## src/eirq_pkg.sv

```systemverilog
// Package for the external interrupt input unit and its CPU-side partner.
// Assumes one clock at 125 MHz and a synchronous active-high reset.
package eirq_pkg;
    localparam int EIRQ_REG_W = 8;
    // Status and control register fields
    localparam int EIRQ_BIT_MODE = 0;
    localparam int EIRQ_BIT_MASK = 1;
    localparam int EIRQ_BIT_ACK = 2;
    localparam int EIRQ_BIT_FLAG = 3;
    localparam logic [7:0] EIRQ_SCR_RESET = 8'h00;
    // Register offsets seen by software on the AXI4-Lite port
    localparam logic [3:0] EIRQ_OFF_SCR = 4'h0;
    localparam logic [3:0] EIRQ_OFF_CTRL = 4'h4;
    localparam logic [3:0] EIRQ_OFF_STAT = 4'h8;
    // Control register fields
    localparam int EIRQ_CTRL_PIN_EN = 0;
    localparam int EIRQ_CTRL_BREAK_CLEAR_ENABLE = 1;
    localparam int EIRQ_CTRL_BREAK = 2;
    localparam int EIRQ_CTRL_STBY = 3;
    localparam int EIRQ_CTRL_VFETCH = 4;
    // Status register fields
    localparam int EIRQ_STAT_REQ = 0;
    localparam int EIRQ_STAT_PIN = 1;
    localparam int EIRQ_STAT_WAKE = 2;
    localparam logic [1:0] EIRQ_RESP_OKAY = 2'b00;
    localparam logic [1:0] EIRQ_RESP_SLVERR = 2'b10;
    typedef enum logic [1:0] {
        EIRQ_REG_IDLE = 2'b00,
        EIRQ_REG_WRITE = 2'b01,
        EIRQ_REG_READ = 2'b10
    } eirq_reg_st_t;
endpackage

```

## src/eirq_if.sv

```systemverilog
// Connection between the interrupt unit and the CPU-side partner.
// Assumes the bench resolves the request pin from the enables.
`timescale 1ns/1ps
interface eirq_if;
    logic pin_in;
    logic pin_out;
    logic pin_oe;
    logic pullup_en;
    logic pin_function_enable;
    logic irq_req;
    logic wake_req;
    logic pin_level;
    logic vector_fetch;
    logic break_state;
    logic break_clear_enable;
    logic standby;
    logic reg_wr;
    logic reg_rd;
    logic [7:0] reg_wdata;
    logic [7:0] reg_rdata;
    modport device (
        input pin_in, pin_function_enable, vector_fetch, break_state,
        input break_clear_enable, standby, reg_wr, reg_rd, reg_wdata,
        output pin_out, pin_oe, pullup_en, irq_req, wake_req, pin_level,
        output reg_rdata
    );
    modport cpu (
        output pin_function_enable, vector_fetch, break_state,
        output break_clear_enable, standby, reg_wr, reg_rd, reg_wdata,
        input irq_req, wake_req, pin_level, reg_rdata
    );
endinterface

```

## src/eirq_cpu_side.sv

```systemverilog
// CPU-side end: AXI4-Lite slave that drives the unit's control lines.
// Assumes a single master, one write and one read at a time.
//
// The address map and the AXI4-Lite register port were decided locally.
`timescale 1ns/1ps
module eirq_cpu_side
    import eirq_pkg::*;
(
    input wire logic i_clock,
    input wire logic i_sys_rst,
    eirq_if.cpu bus,
    input wire logic [3:0] i_awaddr,
    input wire logic i_awvalid,
    output logic o_awready,
    input wire logic [31:0] i_wdata,
    input wire logic [3:0] i_wstrb,
    input wire logic i_wvalid,
    output logic o_wready,
    output logic [1:0] o_bresp,
    output logic o_bvalid,
    input wire logic i_bready,
    input wire logic [3:0] i_araddr,
    input wire logic i_arvalid,
    output logic o_arready,
    output logic [31:0] o_rdata,
    output logic [1:0] o_rresp,
    output logic o_rvalid,
    input wire logic i_rready,
    input wire logic i_global_mask,
    output logic o_cpu_irq
);
    logic [3:0] awaddr_q;
    logic aw_q;
    logic [7:0] wdata_q;
    logic w_q;
    logic [4:0] ctrl_q;
    logic wr_q;
    logic vf_q;
    logic irq_q;
    logic awready_q;
    logic wready_q;
    logic bvalid_q;
    logic [1:0] bresp_q;
    logic arready_q;
    logic rvalid_q;
    logic [31:0] rdata_q;
    logic [1:0] rresp_q;
    logic do_wr;
    logic hit_scr;
    logic hit_ctrl;
    logic [31:0] rd_word;
    logic rd_ok;

    assign do_wr = aw_q && w_q && !bvalid_q;
    assign hit_scr = awaddr_q == EIRQ_OFF_SCR;
    assign hit_ctrl = awaddr_q == EIRQ_OFF_CTRL;
    assign rd_ok = (i_araddr == EIRQ_OFF_SCR) || (i_araddr == EIRQ_OFF_CTRL)
        || (i_araddr == EIRQ_OFF_STAT);
    assign rd_word = (i_araddr == EIRQ_OFF_SCR) ? {24'h0, bus.reg_rdata} :
        (i_araddr == EIRQ_OFF_CTRL) ? {27'h0, ctrl_q} :
        (i_araddr == EIRQ_OFF_STAT) ?
        {29'h0, bus.wake_req, bus.pin_level, bus.irq_req} : 32'h0;

    always_ff @(posedge i_clock) begin
        if (i_sys_rst) begin
            aw_q <= 1'b0;
            w_q <= 1'b0;
            awaddr_q <= 4'h0;
            wdata_q <= 8'h00;
            ctrl_q <= 5'h01;
            wr_q <= 1'b0;
            vf_q <= 1'b0;
            bvalid_q <= 1'b0;
            bresp_q <= EIRQ_RESP_OKAY;
        end else begin
            wr_q <= 1'b0;
            vf_q <= 1'b0;
            if (i_awvalid && !aw_q) begin
                aw_q <= 1'b1;
                awaddr_q <= i_awaddr;
            end
            if (i_wvalid && !w_q) begin
                w_q <= 1'b1;
                wdata_q <= i_wstrb[0] ? i_wdata[7:0] : 8'h00;
            end
            if (do_wr) begin
                aw_q <= 1'b0;
                w_q <= 1'b0;
                bvalid_q <= 1'b1;
                bresp_q <= (hit_scr || hit_ctrl) ? EIRQ_RESP_OKAY
                    : EIRQ_RESP_SLVERR;
                wr_q <= hit_scr;
                if (hit_ctrl) begin
                    ctrl_q <= {1'b0, wdata_q[3:0]};
                    // Fetch strobe is a pulse, not stored
                    vf_q <= wdata_q[EIRQ_CTRL_VFETCH];
                end
            end else if (bvalid_q && i_bready) begin
                bvalid_q <= 1'b0;
            end
        end
    end

    always_ff @(posedge i_clock) begin
        if (i_sys_rst) begin
            arready_q <= 1'b0;
            rvalid_q <= 1'b0;
            rdata_q <= 32'h0;
            rresp_q <= EIRQ_RESP_OKAY;
            irq_q <= 1'b0;
            awready_q <= 1'b0;
            wready_q <= 1'b0;
        end else begin
            awready_q <= i_awvalid && !aw_q && !awready_q;
            wready_q <= i_wvalid && !w_q && !wready_q;
            arready_q <= i_arvalid && !rvalid_q && !arready_q;
            if (arready_q) begin
                rvalid_q <= 1'b1;
                rdata_q <= rd_word;
                rresp_q <= rd_ok ? EIRQ_RESP_OKAY : EIRQ_RESP_SLVERR;
            end else if (rvalid_q && i_rready) begin
                rvalid_q <= 1'b0;
            end
            irq_q <= bus.irq_req && !i_global_mask;
        end
    end

    assign bus.pin_function_enable = ctrl_q[EIRQ_CTRL_PIN_EN];
    assign bus.break_clear_enable = ctrl_q[EIRQ_CTRL_BREAK_CLEAR_ENABLE];
    assign bus.break_state = ctrl_q[EIRQ_CTRL_BREAK];
    assign bus.standby = ctrl_q[EIRQ_CTRL_STBY];
    assign bus.vector_fetch = vf_q;
    assign bus.reg_wr = wr_q;
    assign bus.reg_rd = arready_q;
    assign bus.reg_wdata = wdata_q;
    assign o_awready = awready_q;
    assign o_wready = wready_q;
    assign o_bvalid = bvalid_q;
    assign o_bresp = bresp_q;
    assign o_arready = arready_q;
    assign o_rvalid = rvalid_q;
    assign o_rdata = rdata_q;
    assign o_rresp = rresp_q;
    assign o_cpu_irq = irq_q;
endmodule

```

## src/flat_wrapper.sv

```systemverilog
// flat-port wrapper written by rule: the top's interface ports become plain ports
module eirq_cpu_side_flat import eirq_pkg::*;
  (i_clock, i_sys_rst, i_awaddr, i_awvalid, o_awready, i_wdata, i_wstrb, i_wvalid, o_wready, o_bresp, o_bvalid, i_bready, i_araddr, i_arvalid, o_arready, o_rdata, o_rresp, o_rvalid, i_rready, i_global_mask, o_cpu_irq, bus_pin_function_enable, bus_vector_fetch, bus_break_state, bus_break_clear_enable, bus_standby, bus_reg_wr, bus_reg_rd, bus_reg_wdata, bus_irq_req, bus_wake_req, bus_pin_level, bus_reg_rdata);
  eirq_if bus_i ();
  input wire logic i_clock;
  input wire logic i_sys_rst;
  input wire logic [3:0] i_awaddr;
  input wire logic i_awvalid;
  output logic o_awready;
  input wire logic [31:0] i_wdata;
  input wire logic [3:0] i_wstrb;
  input wire logic i_wvalid;
  output logic o_wready;
  output logic [1:0] o_bresp;
  output logic o_bvalid;
  input wire logic i_bready;
  input wire logic [3:0] i_araddr;
  input wire logic i_arvalid;
  output logic o_arready;
  output logic [31:0] o_rdata;
  output logic [1:0] o_rresp;
  output logic o_rvalid;
  input wire logic i_rready;
  input wire logic i_global_mask;
  output logic o_cpu_irq;
  output wire logic [$bits(bus_i.pin_function_enable)-1:0] bus_pin_function_enable;
  output wire logic [$bits(bus_i.vector_fetch)-1:0] bus_vector_fetch;
  output wire logic [$bits(bus_i.break_state)-1:0] bus_break_state;
  output wire logic [$bits(bus_i.break_clear_enable)-1:0] bus_break_clear_enable;
  output wire logic [$bits(bus_i.standby)-1:0] bus_standby;
  output wire logic [$bits(bus_i.reg_wr)-1:0] bus_reg_wr;
  output wire logic [$bits(bus_i.reg_rd)-1:0] bus_reg_rd;
  output wire logic [$bits(bus_i.reg_wdata)-1:0] bus_reg_wdata;
  input wire logic [$bits(bus_i.irq_req)-1:0] bus_irq_req;
  input wire logic [$bits(bus_i.wake_req)-1:0] bus_wake_req;
  input wire logic [$bits(bus_i.pin_level)-1:0] bus_pin_level;
  input wire logic [$bits(bus_i.reg_rdata)-1:0] bus_reg_rdata;
  assign bus_pin_function_enable = bus_i.pin_function_enable;
  assign bus_vector_fetch = bus_i.vector_fetch;
  assign bus_break_state = bus_i.break_state;
  assign bus_break_clear_enable = bus_i.break_clear_enable;
  assign bus_standby = bus_i.standby;
  assign bus_reg_wr = bus_i.reg_wr;
  assign bus_reg_rd = bus_i.reg_rd;
  assign bus_reg_wdata = bus_i.reg_wdata;
  assign bus_i.irq_req = bus_irq_req;
  assign bus_i.wake_req = bus_wake_req;
  assign bus_i.pin_level = bus_pin_level;
  assign bus_i.reg_rdata = bus_reg_rdata;
  eirq_cpu_side u_core (.i_clock(i_clock), .i_sys_rst(i_sys_rst), .bus(bus_i), .i_awaddr(i_awaddr), .i_awvalid(i_awvalid), .o_awready(o_awready), .i_wdata(i_wdata), .i_wstrb(i_wstrb), .i_wvalid(i_wvalid), .o_wready(o_wready), .o_bresp(o_bresp), .o_bvalid(o_bvalid), .i_bready(i_bready), .i_araddr(i_araddr), .i_arvalid(i_arvalid), .o_arready(o_arready), .o_rdata(o_rdata), .o_rresp(o_rresp), .o_rvalid(o_rvalid), .i_rready(i_rready), .i_global_mask(i_global_mask), .o_cpu_irq(o_cpu_irq));
endmodule
```

## config.mk

```make
export PLATFORM = sky130hd
export DESIGN_NAME = eirq_cpu_side_flat
export DESIGN_NICKNAME = d
export VERILOG_FILES = /design/src/eirq_pkg.sv /design/src/eirq_if.sv /design/src/eirq_cpu_side.sv /design/src/flat_wrapper.sv
export SDC_FILE = /design/constraint.sdc
export NUM_CORES = 1
export LEC_CHECK = 0
export ABC_AREA = 1
export BUFFER_PORTS_ARGS = -buffer_cell sky130_fd_sc_hd__buf_2
export CORE_MARGIN = 2
export CORE_UTILIZATION = 35
export CTS_BUF_LIST = sky130_fd_sc_hd__clkbuf_4 sky130_fd_sc_hd__clkbuf_8
export CTS_CLUSTER_SIZE = 28
export DETAILED_ROUTE_END_ITERATION = 16
export PLACE_DENSITY_LB_ADDON = 0.3
export SLEW_MARGIN = 30
export SYNTH_ARGS = -nofsm -noshare
export SYNTH_HDL_FRONTEND = slang
export SYNTH_SLANG_ARGS = --single-unit
```

## constraint.sdc

```tcl
create_clock -name i_clock -period 1 [get_ports i_clock]
set_input_delay 0.15 -clock i_clock [delete_from_list [all_inputs] [get_ports i_clock]]
set_output_delay 0.15 -clock i_clock [all_outputs]
set_load 0.05 [all_outputs]
```

==> qor.yml, run 1 <==
floorplan:
  start_util: 0.362
  die_h_um: 73.9
  ios: 120
  die_w_um: 73.9
  row_count: 25
  die-area_um2: 5470
  fp.coreArea_um2: 4720
worst_hold_path:
  min_path_type: "in2reg"
  worstHoldPathCells: 2
timing:
  setup_viol: 0
  maxSlewViolCount: 0
  hold_ws_ns: 0.0183
  setup_slack_ns: 0.00668
  final.min_clock_period_ns: 0.993
  rsz0062_at_grt: "true"
  max_freq_mhz: 1010
  period_share: 0.993
  setup_tns_ns: 0
  skew_ns: 0.00845
  finalHoldViolations: 0
logic_synthesis:
  synthArstFlopShare: 0
  yosys_warnings: 0
  synth_top_area_share: 0.421
  yosys_register_bits: 36
  synth_top_area_cell: "dfxtp_1"
  ys_top_cells_by_area: "dfxtp_1 (42%), buf_4 (13%), nand2_1 (7.0%), nand3_1 (4.7%), nor2_1 (4.4%)"
  synthSimpleGateAreaFrac: 0.236
  synthMuxAreaShare: 0
  synth_ff_type: "dfxtp_1"
  synth_compound_area_frac: 0.138
  postSynthAreaPerCell_um2: 7.96
  synth_edf_count: 0
  syn_area_um2: 1710
  synth_top_family_by_area: "simple AND/OR/NAND/NOR gates"
  yosys.area_share.xor_xnor: 0
  synthAdderAreaFrac: 0
  ys_seq_area_frac: 0.421
  synthCells: 215
  ys_types: 27
clocking:
  root_buffer: "clkbuf_8"
  clkSinkCount: 36
  path_clk_slew_ns: 0.07
  clkLatencyLatePin_ns: 0.29
  cts_made_buffers: 5
  cts-hold-fix-buffers: 0
  cts_tree: "built"
  cts-htree-levels: 2
  cts_buffer_depth: 2
status:
  status: "complete, no violations"
power_and_ir_drop:
  power_density_nw_per_um2: 1610
  total_power_uw: 3870
  p_leak_uw: 0.00115
  ir_worst_vdd_mv: 0.650
place:
  io_buffers: 66
  place_ws_ns: -0.0862
  post-dp-hpwl_um: 2770
  gp_congestion: 0.786
global_routing:
  grt_max_degree: 14
  met2_usage: 0.193
  grtUsageMet1: 0.189
  busiest_layer: "met2"
  use_met3: 0.0501
  overflow: 0
  grt_usage: 0.138
  grt_antenna_before_repair: 0
  grt_pass1_vias: 1242
  grt_first_pass_wirelength_um: 5660
detailed_routing:
  routedWlPerCell_um: 10.9
  wl_um: 3910
  vias_per_cell: 4.31
  vias: 1551
  first_iter_violations: 75
  drt_pass1_iterations: 4
  drc: 0
  antenna_left: 0
worst_setup_path:
  crit_slowest_cell: "dfxtp_4"
  worst-path-stages: 6
  worst-path-buf-inv: 0
  critPathTopFamily: "simple AND/OR/NAND/NOR gates"
  crit_path_end_kind: "register"
  arrival_ns: 1.18
  r2r_end: "u_core.ctrl_q[1]"
  startpoint: "u_core.o_bvalid"
  cp_common_cell: "nand2_1"
  cp_slowest_stage_delay_ns: 0.36
  timing.rr.start: "u_core.o_bvalid"
  cp_cell_sequence: "nor2_4 > nand2_4 > nor2_8 > nand2_1 > nand2_1 > nor2_1"
  worstSetupPathType: "reg2reg"
  crit_end: "u_core.ctrl_q[1]"
  r2r_cells: 6
  crit_fanout: 7
  reg2reg_slack_ns: 0.007
  required_ns: 1.19
  critPathLaunchType: "register"
final_layout:
  syn_to_final_growth_pct: 40.0
  diodes: 0
  final_util: 0.507
  drive_gt1_frac: 0.430
  multiInputGateArea_um2: 777
  ff_latch_area_um2: 744
  fillCellCount: 478
  layout.nets: 355
run:
  drv_cap: 0
[logic make-up (layout without fill, tap and decap cells)]
kind of cell,after synthesis,count (layout)
buffers and inverters,56,108
AOI/OAI and AO/OA,38,38
and+or+nand+nor,84,85
other,1,26
DFF,36,36
[timing repair]
item | in CTS | in global routing
resized for setup | 43 | 28
pin swaps | 3 | 5
cloned | 0 | 1
setup buffers | 4 | 0
setup endpoints to repair | 40 | 32
[cell usage in the layout, fill, tap and decap left out]
| cell | n |
|---|---|
| a211oi_1 | 1 |
| a211oi_2 | 3 |
| a21oi_1 | 14 |
| a21oi_2 | 5 |
| buf_12 | 1 |
| buf_2 | 36 |
| buf_4 | 21 |
| buf_6 | 18 |
| buf_8 | 2 |
| bufinv_16 | 1 |
| clkbuf_4 | 2 |
| clkbuf_8 | 5 |
| clkinv_2 | 1 |
| conb_1 | 26 |
| dfxtp_1 | 23 |
| dfxtp_2 | 10 |
| dfxtp_4 | 3 |
| inv_1 | 16 |
| inv_2 | 4 |
| inv_4 | 1 |
| nand2_1 | 30 |
| nand2_2 | 3 |
| nand2_4 | 2 |
| nand3_1 | 16 |
| nand3_4 | 1 |
| nand4_1 | 4 |
| nor2_1 | 18 |
| nor2_2 | 2 |
| nor2_4 | 3 |
| nor2_8 | 1 |
| nor3_1 | 4 |
| nor3b_2 | 1 |
| o21ai_0 | 13 |
| o21ai_1 | 1 |
| o31ai_1 | 1 |
[state kept, by name, indices dropped and copies added (netlist names), 4 cells and up]
signal                count
u_core.bus.reg_wdata      8
u_core.o_rdata            8
u_core.awaddr_q           4
u_core.ctrl_q             4
[layout make-up]
cell class	count	area share
Multi-Input combinational cell	149	0.324
Sequential cell	36	0.311
Timing Repair Buffer	79	0.250
Tap cell	67	0.0350
Inverter	21	0.0339
Clock buffer	6	0.0319
Clock inverter	2	0.0146
[power breakdown]
group	internal, uW	switching, uW	total [uW]
combinational	295	699	994
sequential	1520	62.9	1580
clock	767	525	1290
[worst reg2reg max path, delay by kind of cell (launching register included)]
kind,cells,cell delay (ns)
AND/OR/NAND/NOR,6,0.55
flip-flops,1,0.36
[stage by stage]
stage	cells	area, um2
floorplan	240	1830
finish	360	2400
global route	360	2400
detailed placement	347	2050
global placement	347	2050
CTS	359	2310
[worst min path at each step]
stage                        from               end  slack [ns]
floorplan           i_global_mask  u_core.o_cpu_irq        0.23
global placement    i_global_mask  u_core.o_cpu_irq        0.32
detailed placement  i_global_mask  u_core.o_cpu_irq        0.32
CTS                 i_global_mask  u_core.o_cpu_irq        0.01
global route        i_global_mask  u_core.o_cpu_irq        0.02
finish              i_global_mask  u_core.o_cpu_irq        0.02
[synthesized netlist by cell type (2+ instances only)]
cell,number
a211oi_2,3
a21oi_1,14
a21oi_2,5
buf_2,3
buf_4,29
dfxtp_1,36
inv_1,17
inv_2,4
nand2_1,32
nand2_4,2
nand3_1,16
nand4_1,4
nor2_1,20
nor2_2,2
nor3_1,4
o21ai_0,13
[metal layers]
metal | vias up | wire, um
li1 | 796 | -
met1 | 682 | 1860
met2 | 68 | 1670
met3 | 5 | 304
met4 | 0 | 75
met5 | - | 0
No activity file was read; power rests on OpenSTA's default activity.
==> run 2: changes to the inputs <==
GPL_ROUTABILITY_DRIVEN = 1   (was unset)
GPL_TIMING_DRIVEN = 0   (was unset)
SETUP_SLACK_MARGIN = 0.3   (was unset)
==> run 2 against run 1 <==
Compared with the run above:
- the run now ends with setup timing left
- clock-buffer cell count is 1 higher
- via count is 15% higher
- non-clock buffer count is 53 higher
- cell area is 42% higher
- fmax is 6.8% lower
- setup slack worse by 0.072 ns
- sequential power hardly changed
- flip-flop and latch count stayed put
- sequential share of layout area is 7.5 points lower
- critical path type is now reg2out
==> qor.yml, run 2 (same netlist as run 1, synthesis figures left out) <==
detailed_routing:
  routedWlPerCell_um: 12.1
  antenna_left: 0
  drt_pass1_iterations: 4
  wl_um: 4970
  vias_per_cell: 4.33
  vias: 1784
  drc: 0
  first_iter_violations: 81
worst_setup_path:
  crit_slowest_cell: "dfxtp_4"
  required_ns: 0.85
  critPathLaunchType: "register"
  worst-path-buf-inv: 2
  reg2reg_slack_ns: -0.03
  timing.rr.start: "u_core.o_bvalid"
  r2r_end: "u_core.bus.vector_fetch"
  r2r_cells: 5
  cp_cell_sequence: "buf_6 > buf_8"
  cp_slowest_stage_delay_ns: 0.37
  critPathTopFamily: "flip-flops"
  worstSetupPathType: "reg2out"
  arrival_ns: 0.92
  crit_path_end_kind: "output pin"
  crit_fanout: 4
final_layout:
  stdcell_count: 412
  drive_gt1_frac: 0.701
  layout_commonest_cell: "buf_4"
  fin_area_um2: 3390
  syn_to_final_growth_pct: 98.1
  diodes: 0
  layout.nets: 407
  final_util: 0.718
  most-common-layout-cells: "buf_4 (46), buf_8 (33), buf_2 (33), conb_1 (26), nand2_1 (20)"
floorplan:
  die_w_um: 73.9
  start_util: 0.362
  die_h_um: 73.9
  fp.coreArea_um2: 4720
  ios: 120
  die-area_um2: 5470
  row_count: 25
timing:
  max_freq_mhz: 939
  final.min_clock_period_ns: 1.07
  maxSlewViolCount: 0
  setup_slack_ns: -0.0653
  period_share: 1.07
  rsz0062_at_grt: "true"
  slew-limit-headroom: 0.507
  skew_ns: 0.00167
  tightest_slew_ns: 0.740
  setup_viol: 6
  finalHoldViolations: 0
global_routing:
  overflow: 0
  grt_first_pass_wirelength_um: 7350
  grt_pass1_vias: 1577
  grt_max_degree: 12
  grt_usage: 0.176
  grt_antenna_before_repair: 0
power_and_ir_drop:
  ir_worst_vdd_mv: 0.736
  p_leak_uw: 0.00158
  power_density_nw_per_um2: 1230
clocking:
  cts-htree-levels: 2
  root_buffer: "clkbuf_8"
  path_clk_slew_ns: 0.07
  cts_buffer_depth: 2
  clkSinkCount: 36
  cts_made_buffers: 5
  clkLatencyLatePin_ns: 0.29
  cts_tree: "built"
worst_hold_path:
  worstHoldPathCells: 2
  min-delay-start: "i_global_mask"
  min_path_type: "in2reg"
  hold-path-endpoint: "u_core.o_cpu_irq"
place:
  post-dp-hpwl_um: 3100
  io_buffers: 64
  gp_congestion: 0.742
  numPlacedInstances: 371
  placed_area_um2: 2390
status:
  violations: "setup timing"
  status: "complete, but fails checks"
run:
  drv_cap: 0
## run 2: cell types whose count changed in the layout (fill, tap and decap cells not counted), moves of 8 or more
| cell | delta |
|---|---|
| a21oi_2 | +10 |
| o21ai_1 | +8 |
| dfxtp_2 | +9 |
| nand3_1 | -9 |
| buf_4 | +25 |
| nand2_1 | -10 |
| dfxtp_4 | +12 |
| o21ai_0 | -13 |
| dfxtp_1 | -21 |
| a21oi_1 | -11 |
| buf_8 | +31 |
## run 2: layout make-up
| type | instances | area, um2 |
|---|---|---|
| Multi-Input combinational cell | 148 | 1040 |
| Buffer | 35 | 302 |
| Tap cell | 67 | 83.8 |
| Clock inverter | 1 | 5.00 |
| Clock buffer | 7 | 83.8 |
| Inverter | 21 | 101 |
| Timing Repair Buffer | 97 | 977 |
| Sequential cell | 36 | 801 |
| Fill cell | 365 | 1330 |
## run 2: worst max-delay path by stage
stage	slack, ns	from	cells after the start	to
6_report	-0.07	u_core.bus.reg_rd	2	o_arready
5_1_grt	-0.11	u_core.awaddr_q[0]	6	u_core.ctrl_q[1]
4_1_cts	-0.06	u_core.bus.reg_rd	2	o_arready
3_5_place_dp	-0.08	u_core.awaddr_q[0]	6	u_core.ctrl_q[3]
3_3_place_gp	-0.06	u_core.awaddr_q[0]	6	u_core.ctrl_q[2]
2_1_floorplan	0.03	u_core.awaddr_q[0]	6	u_core.ctrl_q[3]
## run 2: timing repair
item	in CTS	in global routing
hold buffers	0	0
pin swaps	23	19
resized for setup	134	38
cloned	2	1
setup endpoints to repair	65	66
buffers inserted	17	13
## run 2: routing by layer
layer,up-vias,global-route usage,routed length (um)
met5,-,0,0
met4,0,0.0545,76
met3,8,0.0556,306
met2,61,0.304,2590
met1,807,0.208,2000
li1,908,-,-
## run 2: power breakdown
part           total, uW  switching (uW)  internal [uW]  leakage (uW)
Combinational       1500             869            630       0.00122
Clock               1060             518            543     0.0000491
Sequential          1590            85.1           1510      0.000313
Total               4160            1470           2680       0.00158
## run 2: through the flow
step,hold WS (ns),total power [uW],worst slack (ns),TNS (ns)
final,0.00304,4160,-0.0653,-0.142
after global routing,0.00743,4320,-0.113,-0.657
after CTS,0.00401,4010,-0.0565,-0.158
after detailed placement,0.308,2640,-0.0782,-0.233
after global placement,0.304,2620,-0.0596,-0.184
after floorplan,0.219,2440,0.0302,0
==> run 3: changes to the inputs <==
CAP_MARGIN = 20   (was unset)
CORE_UTILIZATION = 38   (was 35)
==> run 3 against run 2 <==
Compared with the run above:
- the flow still finishes with violations (setup timing)
- clock skew grew 0.0035 ns
- clock-buffer cell count did not move
- global-route usage down 0.46 points
- via count decreased by 3.3%
- utilization grew 3.4 points
- routed wire length is 7.9% lower
- first-iteration DRC count shrank 7.4%
- flip-flop and latch count stayed put
- cell area shrank 3.5%
- register-to-register slack about the same
- largest cell class unchanged
- non-clock buffer count shrank 3
- highest routed layer unchanged
==> qor.yml, run 3 (same netlist as run 1, synthesis figures left out) <==
worst_hold_path:
  min_path_type: "in2reg"
  min-delay-start: "i_global_mask"
global_routing:
  grt_pass1_vias: 1497
  grt_antenna_before_repair: 0
  overflow: 0
  grt_first_pass_wirelength_um: 6880
  grt_usage: 0.171
  grt_max_degree: 12
worst_setup_path:
  cp_slowest_stage_delay_ns: 0.37
  required_ns: 0.85
  critPathTopFamily: "flip-flops"
  critPathLaunchType: "register"
  timing.rr.start: "u_core.aw_q"
  worst-path-stages: 2
  crit_path_end_kind: "output pin"
  crit_end: "o_arready"
  startpoint: "u_core.bus.reg_rd"
  arrival_ns: 0.91
  crit_slowest_cell: "dfxtp_4"
  reg2reg_slack_ns: -0.02
  cp_cell_sequence: "buf_6 > buf_8"
  r2r_end: "u_core.ctrl_q[1]"
  crit_fanout: 3
  worst-path-buf-inv: 2
  worstSetupPathType: "reg2out"
  r2r_cells: 7
power_and_ir_drop:
  switching_share: 0.347
  pwr-share-seq: 0.387
  p_leak_uw: 0.00155
  power_density_nw_per_um2: 1260
  p_int_uw: 2690
  ir_worst_vdd_mv: 0.725
  comb_power_share: 0.346
  total_power_uw: 4120
  power_switching_uw: 1430
  p_clk_frac: 0.267
floorplan:
  row_count: 24
  die_w_um: 71.1
  start_util: 0.393
  fp.coreArea_um2: 4350
  die_h_um: 71.1
  ios: 120
  die-area_um2: 5060
final_layout:
  stdcell_count: 394
  syn_to_final_growth_pct: 91.2
  diodes: 0
  drive_gt1_frac: 0.673
  most-common-layout-cells: "buf_4 (51), buf_8 (33), buf_2 (33), conb_1 (26), nand2_1 (22)"
  final_util: 0.752
  layout_commonest_cell: "buf_4"
  fillCellCount: 330
  layout.nets: 404
clocking:
  cts_tree: "built"
  cts_made_buffers: 5
  root_buffer: "clkbuf_8"
  cts_buffer_depth: 2
  cts-hold-fix-buffers: 0
  clkSinkCount: 36
  cts-htree-levels: 2
  path_clk_slew_ns: 0.07
  clkLatencyLatePin_ns: 0.29
timing:
  setup_viol: 4
  finalHoldViolations: 0
  maxSlewViolCount: 0
  rsz0062_at_grt: "true"
  max_freq_mhz: 947
  setup_slack_ns: -0.0560
  hold_ws_ns: 0.0227
  tightest_slew_ns: 0.659
  skew_ns: 0.00520
  period_share: 1.06
  slew-limit-headroom: 0.560
  final.min_clock_period_ns: 1.06
detailed_routing:
  drt_pass1_iterations: 4
  vias_per_cell: 4.38
  antenna_left: 0
  first_iter_violations: 75
  vias: 1726
  wl_um: 4580
  routedWlPerCell_um: 11.6
  drc: 0
place:
  gp_congestion: 0.777
  post-dp-hpwl_um: 2930
  numPlacedInstances: 356
  place_ws_ns: -0.0676
  io_buffers: 64
run:
  drv_cap: 0
status:
  status: "complete, but fails checks"
  violations: "setup timing"
-- run 3: cell types whose count changed in the layout (fill, tap and decap cells not counted), sizes merged --
cell      before  now
buf          131  129
clkbuf         8    7
clkinv         2    0
clkinvlp       0    1
inv           20   21
-- run 3: per-layer routing --
metal | track usage | up-vias | share of wire
met5 | 0 | - | 0
met1 | 0.217 | 761 | 0.42
li1 | - | 902 | -
met2 | 0.290 | 59 | 0.51
met3 | 0.0442 | 4 | 0.063
met4 | 0.0440 | 0 | 0.010
-- run 3: stage by stage --
stage / cell area (um2) / TNS [ns]
3_3_place_gp: 2370 / -0.190
3_5_place_dp: 2370 / -0.210
6_report: 3270 / -0.100
2_1_floorplan: 1980 / 0
5_1_grt: 3270 / -0.594
4_1_cts: 3070 / -0.174
-- run 3: power groups by stage --
stage	registers, uW	logic (uW)	clock network [uW]
after floorplan	1820	621	0
after global placement	1600	1020	0
after detailed placement	1610	1020	0
after CTS	1590	1310	1140
after global routing	1600	1500	1190
final	1590	1430	1100
-- run 3: worst min path at each step --
stage / endpoint / slack [ns] / cells past startpoint
CTS: u_core.o_cpu_irq / 0.009 / 2
finish: u_core.o_cpu_irq / 0.02 / 2
global placement: u_core.o_cpu_irq / 0.30 / 2
floorplan: u_core.o_cpu_irq / 0.22 / 1
global route: u_core.o_cpu_irq / 0.01 / 2
detailed placement: u_core.o_cpu_irq / 0.32 / 2
-- run 3: worst reg2reg max path: cells and delay by family (launching register included) --
kind | cells | cell delay, ns
buffers and inverters | 1 | 0.06
DFF | 1 | 0.34
and+or+nand+nor | 6 | 0.52
-- run 3: what timing repair did --
action,4_1_cts,5_1_grt
gates resized for setup,122,31
endpoints found under the setup margin,65,66
buffers inserted,18,10
cloned,2,0
pin swaps,13,13
-- run 3: area by class of cell --
| cell class | instances | area (um2) | area share |
|---|---|---|---|
| Multi-Input combinational cell | 148 | 990 | 0.302 |
| Timing Repair Buffer | 94 | 923 | 0.282 |
| Sequential cell | 36 | 792 | 0.242 |
| Buffer | 35 | 307 | 0.0937 |
| Inverter | 21 | 98.8 | 0.0302 |
| Clock buffer | 7 | 90.1 | 0.0275 |
| Tap cell | 52 | 65.1 | 0.0199 |
| Clock inverter | 1 | 7.51 | 0.00229 |
